### config.mk
export PLATFORM = sky130hd
export DESIGN_NAME = bbsle_exec
export DESIGN_NICKNAME = d
export VERILOG_FILES = /design/src/bbsle_pkg.sv /design/src/bbsle_alu_if.sv /design/src/bbsle_alu.sv /design/src/bbsle_exec.sv
export SDC_FILE = /design/constraint.sdc
export NUM_CORES = 1
export LEC_CHECK = 0
export BUFFER_PORTS_ARGS = -buffer_cell sky130_fd_sc_hd__buf_2
export CAP_MARGIN = 20
export CORE_ASPECT_RATIO = 1.4
export CORE_MARGIN = 2
export CORE_UTILIZATION = 30
export CTS_BUF_LIST = sky130_fd_sc_hd__clkbuf_4 sky130_fd_sc_hd__clkbuf_8
export DETAILED_ROUTE_END_ITERATION = 8
export HOLD_SLACK_MARGIN = 0.06
export MAX_ROUTING_LAYER = met4
export PLACE_DENSITY_LB_ADDON = 0.25
export SYNTH_ARGS = -nofsm -noshare
export SYNTH_HDL_FRONTEND = slang
export SYNTH_HIERARCHICAL = 1
export SYNTH_SLANG_ARGS = --single-unit
### constraint.sdc
create_clock -name clk -period 4.3 [get_ports clk]
set_clock_uncertainty 0.05 [all_clocks]
set_input_delay 0.645 -clock clk [delete_from_list [all_inputs] [get_ports clk]]
set_output_delay 0.645 -clock clk [all_outputs]
set_load 0.03 [all_outputs]
### src/bbsle_pkg.sv
`default_nettype none
package bbsle_pkg;

  // Status flag bit positions
  localparam logic [2:0] FLAG_C = 3'h0;
  localparam logic [2:0] FLAG_Z = 3'h1;
  localparam logic [2:0] FLAG_N = 3'h2;
  localparam logic [2:0] FLAG_V = 3'h3;
  localparam logic [2:0] FLAG_S = 3'h4;
  localparam logic [2:0] FLAG_H = 3'h5;
  localparam logic [2:0] FLAG_T = 3'h6;
  localparam logic [2:0] FLAG_I = 3'h7;

  // Low register index of each pointer pair
  localparam logic [4:0] PTR_X_LO = 5'h1A;
  localparam logic [4:0] PTR_Y_LO = 5'h1C;
  localparam logic [4:0] PTR_Z_LO = 5'h1E;
  localparam int REG_COUNT = 32;

  // Register map on the software bus
  localparam logic [7:0] ADDR_CTRL = 8'h00;
  localparam logic [7:0] ADDR_FLAGS = 8'h04;
  localparam logic [7:0] ADDR_PC = 8'h08;
  localparam int CTRL_RUN_POS = 0;

  // Reset values
  localparam logic RUN_RST = 1'h1;
  localparam logic [7:0] FLAGS_RST = 8'h00;

  // Bus responses
  localparam logic [1:0] RESP_OKAY = 2'h0;
  localparam logic [1:0] RESP_SLVERR = 2'h2;

  typedef enum logic [4:0] {
    OP_NOP, OP_BR_FLAG_SET, OP_BR_FLAG_CLR, OP_BR_SIGNED_GE, OP_BR_SIGNED_LT,
    OP_IO_SET, OP_IO_CLR, OP_SHL, OP_SHR, OP_ROT_L, OP_ROT_R, OP_SHR_ARITH,
    OP_SWAP, OP_FLAG_SET, OP_FLAG_CLR, OP_BIT_TO_T, OP_T_TO_BIT, OP_REG_COPY,
    OP_PAIR_COPY, OP_LOAD_CONST, OP_LOAD_PTR, OP_LOAD_PTR_INC, OP_LOAD_PTR_DEC,
    OP_LOAD_OFFSET
  } bbsle_op_t;

  typedef enum logic [1:0] {
    PTR_X = 2'h0,
    PTR_Y = 2'h1,
    PTR_Z = 2'h2
  } bbsle_ptr_t;

  typedef enum logic [1:0] {
    ST_EXEC = 2'h0,
    ST_FINISH = 2'h1
  } bbsle_state_t;

endpackage
`default_nettype wire

### src/bbsle_alu_if.sv
`timescale 1ns/100ps
`default_nettype none
interface bbsle_alu_if;
  import bbsle_pkg::*;
  bbsle_op_t op;
  logic [7:0] operand;
  logic [2:0] bitSel;
  logic [7:0] flagsIn;
  logic [7:0] result;
  logic [7:0] flagsOut;
  modport core (output op, operand, bitSel, flagsIn, input result, flagsOut);
  modport unit (input op, operand, bitSel, flagsIn, output result, flagsOut);
endinterface
`default_nettype wire

### src/bbsle_alu.sv
`timescale 1ns/100ps
`default_nettype none
module bbsle_alu
  import bbsle_pkg::*;
(
  bbsle_alu_if.unit alu
);

  logic [7:0] opnd;
  logic cIn;
  logic [7:0] bitMask;

  // Flags after a shift; S is left as it was
  function automatic logic [7:0] shiftFlags(input logic [7:0] f, input logic [7:0] r,
                                            input logic c);
    logic [7:0] o;
    o = f;
    o[FLAG_Z] = (r == 8'h00);
    o[FLAG_C] = c;
    o[FLAG_N] = r[7];
    o[FLAG_V] = r[7] ^ c;
    return o;
  endfunction

  // Operand views
  assign opnd = alu.operand;
  assign cIn = alu.flagsIn[FLAG_C];
  assign bitMask = 8'h01 << alu.bitSel;

  // Result and flags; anything not listed passes through unchanged
  always_comb begin
    alu.result = opnd;
    alu.flagsOut = alu.flagsIn;
    case (alu.op)
      OP_SHL: begin
        alu.result = {opnd[6:0], 1'b0};
        alu.flagsOut = shiftFlags(alu.flagsIn, {opnd[6:0], 1'b0}, opnd[7]);
      end
      OP_SHR: begin
        alu.result = {1'b0, opnd[7:1]};
        alu.flagsOut = shiftFlags(alu.flagsIn, {1'b0, opnd[7:1]}, opnd[0]);
      end
      OP_ROT_L: begin
        alu.result = {opnd[6:0], cIn};
        alu.flagsOut = shiftFlags(alu.flagsIn, {opnd[6:0], cIn}, opnd[7]);
      end
      OP_ROT_R: begin
        alu.result = {cIn, opnd[7:1]};
        alu.flagsOut = shiftFlags(alu.flagsIn, {cIn, opnd[7:1]}, opnd[0]);
      end
      OP_SHR_ARITH: begin
        alu.result = {opnd[7], opnd[7:1]};
        alu.flagsOut = shiftFlags(alu.flagsIn, {opnd[7], opnd[7:1]}, opnd[0]);
      end
      OP_SWAP: begin
        alu.result = {opnd[3:0], opnd[7:4]};
      end
      OP_FLAG_SET: begin
        alu.flagsOut = alu.flagsIn | bitMask;
      end
      OP_FLAG_CLR: begin
        alu.flagsOut = alu.flagsIn & ~bitMask;
      end
      OP_BIT_TO_T: begin
        alu.flagsOut[FLAG_T] = |(opnd & bitMask);
      end
      OP_T_TO_BIT: begin
        alu.result = alu.flagsIn[FLAG_T] ? (opnd | bitMask) : (opnd & ~bitMask);
      end
      default: begin
        alu.result = opnd;
      end
    endcase
  end

endmodule
`default_nettype wire

### src/bbsle_exec.sv
// Implementation choices: the register addresses and the AXI4-Lite register port.
`timescale 1ns/100ps
`default_nettype none
module bbsle_exec
  import bbsle_pkg::*;
#(
  parameter int PC_W = 16,
  parameter int ADDR_W = 8
)(
  input wire logic clk,
  input wire logic rst_b,
  input wire logic instrValid,
  output logic instrReady,
  input wire bbsle_op_t instrOp,
  input wire logic [4:0] instrDst,
  input wire logic [4:0] instrSrc,
  input wire logic [2:0] instrBit,
  input wire bbsle_ptr_t instrPtr,
  input wire logic [7:0] instrImm,
  output logic memRd,
  output logic [15:0] memAddr,
  input wire logic [7:0] memRdata,
  output logic ioRd,
  output logic ioWr,
  output logic [7:0] ioAddr,
  input wire logic [7:0] ioRdata,
  output logic [7:0] ioWdata,
  output logic [7:0] statusFlags,
  output logic [PC_W-1:0] progCounter,
  input wire logic awvalid,
  output logic awready,
  input wire logic [ADDR_W-1:0] awaddr,
  input wire logic wvalid,
  output logic wready,
  input wire logic [31:0] wdata,
  input wire logic [3:0] wstrb,
  output logic bvalid,
  input wire logic bready,
  output logic [1:0] bresp,
  input wire logic arvalid,
  output logic arready,
  input wire logic [ADDR_W-1:0] araddr,
  output logic rvalid,
  input wire logic rready,
  output logic [31:0] rdata,
  output logic [1:0] rresp
);

  logic [7:0] regFile [REG_COUNT];
  bbsle_state_t state_ff, nxtState;
  logic instrReady_ff, run_ff, memRd_ff, ioRd_ff, ioWr_ff, pendSet_ff, pendLoad_ff;
  logic [15:0] memAddr_ff;
  logic [7:0] ioAddr_ff, ioWdata_ff, flags_ff;
  logic [2:0] pendBit_ff;
  logic [4:0] pendDst_ff;
  logic [PC_W-1:0] pc_ff, nxtPc, branchTarget;
  logic accept, flagBit, nvXor, brTaken, isIo, isLoad, isAluWr, regWr, twoCycle;
  logic [4:0] ptrLo, ptrHi, dstHi, srcHi;
  logic [15:0] ptrVal, ptrNew, loadAddr;
  logic [7:0] rdVal, rrVal, regWrData, ioMask;
  bbsle_alu_if aluBus();

  // Register index of the chosen pointer pair
  function automatic logic [4:0] ptrBase(input bbsle_ptr_t p);
    case (p)
      PTR_X: return PTR_X_LO;
      PTR_Y: return PTR_Y_LO;
      default: return PTR_Z_LO;
    endcase
  endfunction

  // Register map hit, shared by read and write paths
  function automatic logic regHit(input logic [ADDR_W-1:0] a);
    return (a == ADDR_W'(ADDR_CTRL)) || (a == ADDR_W'(ADDR_FLAGS)) || (a == ADDR_W'(ADDR_PC));
  endfunction

  // Operand fetch from the register file
  assign accept = instrValid & instrReady_ff;
  assign rdVal = regFile[instrDst];
  assign rrVal = regFile[instrSrc];
  assign ptrLo = ptrBase(instrPtr);
  assign ptrHi = ptrLo | 5'h01;
  assign dstHi = instrDst | 5'h01;
  assign srcHi = instrSrc | 5'h01;
  assign ptrVal = {regFile[ptrHi], regFile[ptrLo]};

  assign flagBit = flags_ff[instrBit];
  assign nvXor = flags_ff[FLAG_N] ^ flags_ff[FLAG_V];
  assign branchTarget = pc_ff + PC_W'(signed'(instrImm)) + PC_W'(1);
  assign brTaken = accept & (((instrOp == OP_BR_FLAG_SET) & flagBit) |
                             ((instrOp == OP_BR_FLAG_CLR) & ~flagBit) |
                             ((instrOp == OP_BR_SIGNED_GE) & ~nvXor) |
                             ((instrOp == OP_BR_SIGNED_LT) & nvXor));

  // Instruction classes
  assign isIo = (instrOp == OP_IO_SET) | (instrOp == OP_IO_CLR);
  assign isLoad = (instrOp == OP_LOAD_PTR) | (instrOp == OP_LOAD_PTR_INC) |
                  (instrOp == OP_LOAD_PTR_DEC) | (instrOp == OP_LOAD_OFFSET);
  assign isAluWr = (instrOp == OP_SHL) | (instrOp == OP_SHR) | (instrOp == OP_ROT_L) |
                   (instrOp == OP_ROT_R) | (instrOp == OP_SHR_ARITH) |
                   (instrOp == OP_SWAP) | (instrOp == OP_T_TO_BIT);
  assign twoCycle = brTaken | (accept & (isIo | isLoad));

  assign ptrNew = (instrOp == OP_LOAD_PTR_DEC) ? ptrVal - 16'h0001 : ptrVal + 16'h0001;
  assign loadAddr = (instrOp == OP_LOAD_PTR_DEC) ? ptrNew :
                    (instrOp == OP_LOAD_OFFSET) ? ptrVal + {8'h00, instrImm} : ptrVal;

  assign regWr = accept & (isAluWr | (instrOp == OP_REG_COPY) |
                           (instrOp == OP_PAIR_COPY) | (instrOp == OP_LOAD_CONST));
  assign regWrData = isAluWr ? aluBus.result :
                     (instrOp == OP_LOAD_CONST) ? instrImm : rrVal;

  // Shift and flag unit
  assign aluBus.op = accept ? instrOp : OP_NOP;
  assign aluBus.operand = (instrOp == OP_BIT_TO_T) ? rrVal : rdVal;
  assign aluBus.bitSel = instrBit;
  assign aluBus.flagsIn = flags_ff;

  bbsle_alu u_bbsle_alu (
    .alu(aluBus.unit)
  );

  // Two-cycle instructions hold off the next one for one cycle
  always_comb begin
    case (state_ff)
      ST_EXEC: nxtState = twoCycle ? ST_FINISH : ST_EXEC;
      ST_FINISH: nxtState = ST_EXEC;
      default: nxtState = ST_EXEC;
    endcase
  end

  assign nxtPc = brTaken ? branchTarget : accept ? pc_ff + PC_W'(1) : pc_ff;
  assign ioMask = 8'h01 << pendBit_ff;

  // Sequencer, program counter and flags
  always_ff @(posedge clk or negedge rst_b) begin
    if (!rst_b) begin
      state_ff <= ST_EXEC;
      instrReady_ff <= 1'b0;
      pc_ff <= '0;
      flags_ff <= FLAGS_RST;
    end else begin
      state_ff <= nxtState;
      instrReady_ff <= run_ff & (nxtState == ST_EXEC);
      pc_ff <= nxtPc;
      flags_ff <= aluBus.flagsOut;
    end
  end

  // Memory and I/O request side; the I/O write trails its read by one cycle
  always_ff @(posedge clk or negedge rst_b) begin
    if (!rst_b) begin
      memRd_ff <= 1'b0;
      memAddr_ff <= 16'h0000;
      ioRd_ff <= 1'b0;
      ioWr_ff <= 1'b0;
      ioAddr_ff <= 8'h00;
      ioWdata_ff <= 8'h00;
      pendSet_ff <= 1'b0;
      pendLoad_ff <= 1'b0;
      pendBit_ff <= 3'h0;
      pendDst_ff <= 5'h00;
    end else begin
      memRd_ff <= accept & isLoad;
      ioRd_ff <= accept & isIo;
      ioWr_ff <= ioRd_ff;
      pendLoad_ff <= accept & isLoad;
      if (accept) begin
        pendSet_ff <= (instrOp == OP_IO_SET);
        pendBit_ff <= instrBit;
        pendDst_ff <= instrDst;
      end
      if (accept & isLoad) begin
        memAddr_ff <= loadAddr;
      end
      if (accept & isIo) begin
        ioAddr_ff <= instrImm;
      end
      if (ioRd_ff) begin
        ioWdata_ff <= pendSet_ff ? (ioRdata | ioMask) : (ioRdata & ~ioMask);
      end
    end
  end

  // Register file; data storage, so no reset
  always_ff @(posedge clk) begin
    if (regWr) begin
      regFile[instrDst] <= regWrData;
    end
    if (accept & (instrOp == OP_PAIR_COPY)) begin
      regFile[dstHi] <= regFile[srcHi];
    end
    if (accept & ((instrOp == OP_LOAD_PTR_INC) | (instrOp == OP_LOAD_PTR_DEC))) begin
      regFile[ptrLo] <= ptrNew[7:0];
      regFile[ptrHi] <= ptrNew[15:8];
    end
    if (pendLoad_ff) begin
      regFile[pendDst_ff] <= memRdata;
    end
  end

  // Software bus: write address and data taken in either order
  logic awready_ff, wready_ff, awHeld_ff, wHeld_ff, wLane0_ff, bvalid_ff;
  logic arready_ff, rvalid_ff, awTake, wTake, doWrite, nxtAwHeld, nxtWHeld;
  logic nxtBvalid, arTake, nxtRvalid;
  logic [ADDR_W-1:0] awAddr_ff;
  logic [31:0] wData_ff, rdata_ff, rdMux;
  logic [1:0] bresp_ff, rresp_ff;

  assign awTake = awvalid & awready_ff;
  assign wTake = wvalid & wready_ff;
  assign doWrite = awHeld_ff & wHeld_ff & ~bvalid_ff;
  assign nxtAwHeld = (awHeld_ff | awTake) & ~doWrite;
  assign nxtWHeld = (wHeld_ff | wTake) & ~doWrite;
  assign nxtBvalid = doWrite | (bvalid_ff & ~bready);
  assign arTake = arvalid & arready_ff;
  assign nxtRvalid = arTake | (rvalid_ff & ~rready);
  assign rdMux = (araddr == ADDR_W'(ADDR_CTRL)) ? {31'h00000000, run_ff} :
                 (araddr == ADDR_W'(ADDR_FLAGS)) ? {24'h000000, flags_ff} :
                 (araddr == ADDR_W'(ADDR_PC)) ? 32'(pc_ff) : 32'h00000000;

  // Write side; flags and PC read only, unmapped answers with an error
  always_ff @(posedge clk or negedge rst_b) begin
    if (!rst_b) begin
      awready_ff <= 1'b1;
      wready_ff <= 1'b1;
      awHeld_ff <= 1'b0;
      wHeld_ff <= 1'b0;
      awAddr_ff <= '0;
      wData_ff <= 32'h00000000;
      wLane0_ff <= 1'b0;
      bvalid_ff <= 1'b0;
      bresp_ff <= RESP_OKAY;
      run_ff <= RUN_RST;
    end else begin
      awHeld_ff <= nxtAwHeld;
      wHeld_ff <= nxtWHeld;
      bvalid_ff <= nxtBvalid;
      awready_ff <= ~nxtAwHeld & ~nxtBvalid;
      wready_ff <= ~nxtWHeld & ~nxtBvalid;
      if (awTake) begin
        awAddr_ff <= awaddr;
      end
      if (wTake) begin
        wData_ff <= wdata;
        wLane0_ff <= wstrb[0];
      end
      if (doWrite) begin
        bresp_ff <= regHit(awAddr_ff) ? RESP_OKAY : RESP_SLVERR;
        if ((awAddr_ff == ADDR_W'(ADDR_CTRL)) & wLane0_ff) begin
          run_ff <= wData_ff[CTRL_RUN_POS];
        end
      end
    end
  end

  // Read side
  always_ff @(posedge clk or negedge rst_b) begin
    if (!rst_b) begin
      arready_ff <= 1'b1;
      rvalid_ff <= 1'b0;
      rdata_ff <= 32'h00000000;
      rresp_ff <= RESP_OKAY;
    end else begin
      rvalid_ff <= nxtRvalid;
      arready_ff <= ~nxtRvalid;
      if (arTake) begin
        rdata_ff <= rdMux;
        rresp_ff <= regHit(araddr) ? RESP_OKAY : RESP_SLVERR;
      end
    end
  end

  // Outputs straight from flip-flops
  assign instrReady = instrReady_ff;
  assign memRd = memRd_ff;
  assign memAddr = memAddr_ff;
  assign ioRd = ioRd_ff;
  assign ioWr = ioWr_ff;
  assign ioAddr = ioAddr_ff;
  assign ioWdata = ioWdata_ff;
  assign statusFlags = flags_ff;
  assign progCounter = pc_ff;
  assign awready = awready_ff;
  assign wready = wready_ff;
  assign bvalid = bvalid_ff;
  assign bresp = bresp_ff;
  assign arready = arready_ff;
  assign rvalid = rvalid_ff;
  assign rdata = rdata_ff;
  assign rresp = rresp_ff;
endmodule
`default_nettype wire

Word level (Yosys, flattened, before mapping)
Memory sizes are Yosys's and may differ from the RTL's. Cells that the tools add are included.

Flip-flop bits (word level): 124. RAM bits: 256. Input port bits: 104. Output and inout port bits: 101. Memories: 1.

Add/sub/neg operators: 6. $lt $le $gt $ge: 1. Equal/unequal tests: 36. Shift operators: 2. Muxes and demuxes: 39. Bitwise gates (word level): 76. Reduce and logical (&&, ||, !) cells: 23.

Memories: regFile (depth 32, bits a word 8, read ports 5, clocked after Yosys merged registers in 0, wr ports 3, line bbsle_exec.sv:49) `logic [7:0] regFile [REG_COUNT];`.

Operator list (count): 16-bit two-way mux (8); 5-bit by 4-bit equality test with 1-bit output, second input constant (14); 8-bit two-way mux (7); 8-bit one-hot mux with 7 select lines (1); 16-bit by 1-bit adder with 16-bit output, second input constant (3); 5-bit equality test, second input constant (9); 6-bit one-hot mux with 7 select lines (1); 8-bit logical NOT (5); 8-bit bitwise AND (4); 1-bit bitwise AND (25); 5-bit by 3-bit equality test with 1-bit output, second input constant (5); 8-bit bitwise OR (3); 8-bit OR reduction (3); 1-bit bitwise OR (23); 16-bit adder (1); 16-bit by 8-bit adder with 16-bit output (1); 8-bit by 3-bit equality test with 1-bit output, second input constant (2); 8-bit by 4-bit equality test with 1-bit output, second input constant (2); 8-bit NOT (2); 1-bit by 3-bit << shifter with 8-bit output, first input constant (2); 16-bit by 1-bit subtractor with 16-bit output, second input constant (1); 5-bit two-way mux (3); 1-bit NOT (15); 7-bit logical NOT (2); 18 further kinds (41).

Depth between registers and ports, before layout
Gate-level depths: netlist of run 1.

Depth in word-level cells: 14. Depth in mapped cells: 23.

Hierarchy
Netlist of run 1, hierarchy kept.

Modules (own cells, without submodules): bbsle_exec (instances 1, cells an instance 2374, area an instance 24091.9 µm², seq. area each 10344.9 µm²); bbsle_alu (instances 1, cells an instance 138, area an instance 895.9 µm², seq. area each 0.0 µm²).

Least setup slack after synthesis of run 1
OpenSTA, ideal clock, no wires.

Path type: input port to flip-flop. Start: in instrOp[1]. End: mem regFile[27][1] (data pin). Setup time: 277 ps. Arrival time: 4600 ps. Required time: 3973 ps. Path slack: -628 ps. Cell stages on the path: 15. Cell sequence: clkbuf_1 clkbuf_1 nand4_1 inv_1 clkbuf_1 ha_1 a31o_2 a221oi_1 a31oi_1 a21oi_1 o21ai_0 xor2_1 a21oi_1 buf_2 o221ai_1.

RTL lines: start, declared (line bbsle_exec.sv:14) `input wire bbsle_op_t instrOp,`; end, declared (line bbsle_exec.sv:49).

==> results.yml, run 1 <==
pwr:
  irDropWorstVdd_mv: 0.232
  total_leakage_power_nw: 11.5
  finalPower_mw: 9.79
  pwr_density_cell_mw_per_mm2: 325
grt:
  grtUsageMet2_pct: 41.1
  grt_use_total_pct: 25.8
  grt_first_pass_wirelength_mm: 157
  grt.busiest_layer: "met2"
  grt_max_degree: 42
  use_met1_pct: 28.7
  antenna_found_initial: 1
  grt_overflow: 0
  grt_use_met3_pct: 4.67
  grt_pass1_vias: 23100
yosys:
  synth_area_leaders: "edfxtp_1 31%, mux4_2 13%, dfrtp_1 10%, nand2_1 6.0%, o21ai_0 4.6%"
  yosys.area.top_type: "edfxtp_1"
  async_reset_ff_share_pct: 29.3
  yosys_register_bits: 362
  yosysSeqAreaShare_pct: 41.4
  syn_area_per_cell_um2: 9.95
  ys_types: 91
  synth-edff-count: 256
  synth_area_mm2: 0.0250
  synthFlopType: "edfxtp_1"
  synth_cells: 2512
  synth_top_area_share_pct: 30.8
  yosys_warnings: 6
clock_tree:
  cts.repair.resized: 0
  postCtsSetupBuffers: 0
  cts_tree: "done"
  htreeDepth: 2
  clk_latency_ps: 710
  numCtsBuffers: 60
  root_buffer: "clkbuf_8"
  cts_hold_buf: 2
  clock-sinks: 362
  path_clk_slew_ps: 60
  clock_path_buffers: 3
floorplanning:
  rows: 125
  die-width_um: 248
  coreArea_mm2: 0.0827
  dieArea_mm2: 0.0856
  io_pins: 205
  die_h_um: 345
  start_util_pct: 30.2
timing:
  setup_viol: 0
  tightest_slew_ps: 1020
  fin_crit_ps: 4110
  hold_viol: 0
  rsz0062_at_grt: "false"
  fmax_mhz: 243
  maxSlewHeadroom_pct: 32.1
  period_share_pct: 95.6
  slew_violations: 0
  fin_ws_ps: 189
flow_run:
  max-cap-violations: 0
final_layout:
  drive_gt1_share_pct: 26.0
  area_delta_synth_final_pct: 20.4
  fin_nets: 2979
route:
  vias: 23300
  first_pass_iters: 6
  via_per_inst: 5.87
  drc: 0
  drtIter0Drc: 2534
  drt-total-wl_mm: 109
  ant_nets: 0
  wire_per_inst_um: 27.6
setup_path:
  cp_num_buf_inv: 2
  cp_max_fo: 13
  max_stage_delay_ps: 530
  cp_data_required_time_ps: 4670
  cp_slowest_cell: "mux4_2"
  worstPathArrival_ps: 4480
  critPathKind: "input pin to flop"
  critPathTopFamily: "compound AO/OA/AOI/OAI gates"
  path_cells: "buf_4 -> buf_4 -> mux4_2 -> mux2_2 -> o211ai_1 -> o31ai_1 -> nand2_1 -> o21ai_1 -> a32o_1 -> a21oi_1 -> o2111ai_1 -> nor2b_1 -> a221o_1 -> or2_4 -> o21ai_0 -> o21ai_0"
  start_kind: "input pin"
  cp-end-kind: "flop"
outcome:
  status: "finished, final reports clean"
worst_hold_path:
  hold_class: "input pin to flop"
placement:
  gp_congestion: 1.06
  dpl_worst_slack_ps: -374
  portBuffers: 152
  place_hpwl_mm: 83.5
synthesized netlist by cell type, types with 30 or more instances:
cell and instances:
edfxtp_1 256, nor3_1 34, nor2_1 259, o21ai_0 231, o221ai_1 59, inv_1 30
clkbuf_1 133, dfrtp_1 102, nand2_1 399, mux4_2 145, ha_1 38, mux2i_1 83
nand3_1 34, a21oi_1 177
through the flow:
step	instance area, µm²	util [%]	std cells	TNS, ps	hold slack, ps
after floorplan	25100	-	2529	0	299
after global placement	28800	34.8	3848	-54170	352
after detailed placement	28800	34.8	3848	-60370	359
after CTS	30100	36.3	3961	0	70.8
after global routing	30100	36.4	3963	0	105
final	30100	36.4	3965	0	123
worst paths after layout:
path	to	cells past startpoint	slack, ps	start
min in group asynchronous	progCounter[15]$_DFFE_PN0P_	2	420	rst_b
max in group asynchronous	memAddr[4]$_DFFE_PN0P_	3	2840	rst_b
setup / recovery	regFile[3][6]$_DFFE_PP_	16	190	instrSrc[1]
setup reg to reg	regFile[27][4]$_DFFE_PP_	17	200	regFile[4][5]$_DFFE_PP_
hold reg to reg	state_ff[0]$_DFF_PN0_	1	370	state_ff[0]$_DFF_PN0_
hold / removal	wData_ff[0]$_DFFE_PN0P_	2	120	wdata[0]
cells in the final DEF, fill, tap and decap left out, types with 18 or more instances in the layout:
| cell | synthesis | layout |
|---|---|---|
| a211oi_1 | 28 | 28 |
| a21oi_1 | 177 | 176 |
| buf_12 | 2 | 29 |
| buf_2 | 15 | 148 |
| buf_4 | 24 | 259 |
| clkbuf_8 | 0 | 66 |
| clkinv_1 | 3 | 18 |
| conb_1 | 1 | 18 |
| dfrtp_1 | 102 | 102 |
| edfxtp_1 | 256 | 256 |
| ha_1 | 38 | 38 |
| inv_1 | 30 | 30 |
| mux2_2 | 24 | 24 |
| mux2i_1 | 83 | 83 |
| mux4_2 | 145 | 145 |
| nand2_1 | 399 | 399 |
| nand3_1 | 34 | 34 |
| nor2_1 | 259 | 259 |
| nor2b_1 | 19 | 19 |
| nor3_1 | 34 | 33 |
| o21a_1 | 22 | 22 |
| o21ai_0 | 231 | 228 |
| o21ai_1 | 20 | 22 |
| o221ai_1 | 59 | 57 |
| xnor2_1 | 23 | 23 |
| xor2_1 | 20 | 20 |
where the power goes:
group	total, mW	internal (mW)	switching, mW	leakage [nW]
clock	3.26	1.73	1.53	0.650
sequential	4.16	3.97	0.192	3.67
combinational	2.37	0.958	1.41	7.23
total	9.79	6.66	3.13	11.5
flip-flops by register name, indices dropped and copies added, names as in the netlist, 3 cells and up:
name and count:
awAddr_ff 8, ioAddr 8, ioWdata 8, memAddr 16, pendBit_ff 3, pendDst_ff 5
progCounter 16, rdata 16, regFile 256, statusFlags 8
cell type report:
cell class | instances | area [µm²]
Antenna cell | 3 | 7.51
Clock buffer | 83 | 1040
Clock inverter | 28 | 201
Fill cell | 8300 | 52600
Inverter | 33 | 124
Multi-Input combinational cell | 1938 | 13700
Sequential cell | 362 | 10300
Tap cell | 1079 | 1350
Timing Repair Buffer | 439 | 3300
kinds of logic after synthesis:
logic type | after synthesis | synth area share [%]
multiplexers | 254 | 17.6
other | 1 | 0.0150
XOR/XNOR | 43 | 1.51
buffers and inverters | 229 | 4.19
AO/OA/AOI/OAI | 707 | 17.7
adder cells (fa/ha/maj) | 41 | 2.14
flip-flops | 362 | 41.4
AND/OR/NAND/NOR | 875 | 15.4
routing by layer:
layer  up-vias  part of all wire (%)
li1      10200                     -
met1     11400                    36
met2      1354                    47
met3       394                   8.3
met4         0                   9.0
met5         -                     0
Power figures use the tool's default switching activity.
==> inputs of run 2 (changes only) <==
- CELL_PAD_IN_SITES_DETAIL_PLACEMENT: unset -> 1
- CELL_PAD_IN_SITES_GLOBAL_PLACEMENT: unset -> 1
- CORE_UTILIZATION: 30 -> 45
- GPL_TIMING_DRIVEN: unset -> 0
==> run 2 against run 1 <==
The flow now finishes with violations (setup timing). Non-clock buffer count is 8 lower. Count of clock-buffer cells in the layout down 4. Die area fell by 33%. Sequential share of layout area is 0.53 points higher. Highest routed layer unchanged. Combinational power is 5% higher.
==> results.yml, run 2 (same netlist as run 1, synthesis figures left out) <==
clock_tree:
  clock_path_buffers: 3
  root_buffer: "clkbuf_8"
  clk_latency_ps: 740
  path_clk_slew_ps: 70
  numCtsBuffers: 60
  clock-sinks: 362
  htreeDepth: 2
  cts_tree: "done"
pwr:
  irDropWorstVdd_mv: 0.216
  total_leakage_power_nw: 11.3
  p_seq_share_pct: 41.7
  p_int_mw: 6.57
  finalPower_mw: 9.84
  pwr_density_cell_mw_per_mm2: 332
  p_comb_share_pct: 25.3
  p_clk_share_pct: 33.0
  p_switching_mw: 3.27
  switching_share_pct: 33.3
grt:
  grt_overflow: 0
  grt.busiest_layer: "met2"
  grt_pass1_vias: 25000
  grt_max_degree: 69
  use_met1_pct: 43.6
  grtUsageMet2_pct: 70.3
  grt_first_pass_wirelength_mm: 172
  antenna_found_initial: 5
  grt_use_total_pct: 43.0
  grt_use_met3_pct: 7.85
placement:
  place_hpwl_mm: 93.5
  gp_congestion: 1.08
  place_area_mm2: 0.0270
  portBuffers: 143
  dpl.cell_count: 3431
final_layout:
  area_delta_synth_final_pct: 18.6
  fin_cells: 3607
  n_fill_cell: 6215
  largest-register: "regFile"
  final_common_cell: "nand2_1"
  fin_nets: 2971
  stdcell_area_mm2: 0.0296
  largest_reg_flops: 256
  multiInputGateArea_mm2: 0.0141
  seqCellArea_mm2: 0.0103
  mostFrequentLayoutCells: "398 x nand2_1, 257 x nor2_1, 256 x edfxtp_1"
  drive_gt1_share_pct: 24.6
setup_path:
  cp_data_required_time_ps: 4710
  max_stage_delay_ps: 600
  crit_top_cell: "buf_4"
  start_kind: "input pin"
  path_cells: "buf_2 -> clkdlybuf4s18_2 -> clkbuf_4 -> mux4_2 -> mux2i_4 -> o21ai_1 -> buf_4 -> buf_4 -> a32oi_4 -> o2111ai_2 -> inv_2 -> a2bb2oi_2 -> o31ai_1 -> mux2i_2 -> buf_6 -> a211oi_1 -> a21o_1"
  critPathTopFamily: "buffers and inverters"
  critPathKind: "input pin to flop"
  cp_num_buf_inv: 7
  cp_max_fo: 10
  worstPathArrival_ps: 4810
  cp_slowest_cell: "clkdlybuf4s18_2"
  cp-end-kind: "flop"
timing:
  setup_viol: 41
  fmax_mhz: 227
  maxSlewHeadroom_pct: 22.7
  tightest_slew_ps: 1160
  hold_viol: 0
  rsz0062_at_grt: "true"
  slew_violations: 0
  fin_ws_ps: -106
  fin_crit_ps: 4410
  period_share_pct: 102
  whs_ps: 99.6
floorplanning:
  rows: 102
  coreArea_mm2: 0.0551
  die_h_um: 283
  dieArea_mm2: 0.0575
  start_util_pct: 45.3
  io_pins: 205
  die-width_um: 203
outcome:
  violations: "setup timing"
  status: "finished, violations left"
route:
  via_per_inst: 6.84
  drtIter0Drc: 2704
  wire_per_inst_um: 33.4
  vias: 24700
  ant_nets: 0
  first_pass_iters: 5
  drc: 0
  drt-total-wl_mm: 120
worst_hold_path:
  hold_class: "input pin to flop"
flow_run:
  max-cap-violations: 0
## run 2: cell types whose count changed in the layout (fill, tap and decap cells not counted), moves of 16 or more
cell      before  now
buf_12        29   11
o21ai_0      228  192
o21ai_1       22   44
buf_4        259  108
buf_6          1   17
clkbuf_1       0   84
clkbuf_2       0   18
## run 2: final timing paths
check / start / end / slack (ps) / cells past startpoint
setup / recovery: instrDst[3] / regFile[25][7]$_DFFE_PP_ / -110 / 17
hold / removal: wvalid / wready$_DFF_PN1_ / 100 / 2
setup reg to reg: regFile[31][6]$_DFFE_PP_ / regFile[25][7]$_DFFE_PP_ / 0 / 15
hold reg to reg: ioRd$_DFF_PN0_ / ioWr$_DFF_PN0_ / 360 / 0
max in group asynchronous: rst_b / wready$_DFF_PN1_ / 2970 / 3
min in group asynchronous: rst_b / ioWdata[2]$_DFFE_PN0P_ / 420 / 2
## run 2: power groups by stage
| stage | clock network [mW] | registers (mW) | logic [mW] |
|---|---|---|---|
| 2_1_floorplan | 0 | 4.23 | 1.33 |
| 3_3_place_gp | 0 | 4.16 | 2.14 |
| 3_5_place_dp | 0 | 4.17 | 2.23 |
| 4_1_cts | 3.26 | 4.10 | 2.34 |
| 5_1_grt | 3.39 | 4.12 | 2.62 |
| 6_report | 3.25 | 4.10 | 2.49 |
## run 2: routing by layer
| layer | vias to the layer above | wire [µm] |
|---|---|---|
| met5 | - | 0 |
| met4 | 0 | 14600 |
| met3 | 660 | 9430 |
| met2 | 1682 | 57400 |
| met1 | 12200 | 38900 |
| li1 | 10200 | - |
## run 2: cell type report
type	instances	area share, %
clock inverter	30	0.790
timing repair buffer	239	5.24
multi-input combinational	1938	47.5
tap	728	3.07
inverter	33	0.431
sequential	362	34.9
antenna	6	0.0507
clock buffer	79	3.31
buffer	192	4.67
## run 2: through the flow
stage                     worst slack, ps  utilization [%]  setup TNS, ps
after floorplan                      9.33                -              0
after global placement              -2240             48.5        -696510
after detailed placement            -2180             49.1        -533290
after CTS                            1.33             52.6              0
after global routing                -49.7             53.7           -295
final                                -106             53.7          -1430
## run 2: what timing repair did
item / CTS / global route
resized for setup: 166 / 80
pin swaps: 11 / 8
endpoints found under the setup margin: 316 / 288
hold buffers: 1 / 0
endpoints found under the hold margin: 38 / 0
setup buffers: 24 / 36
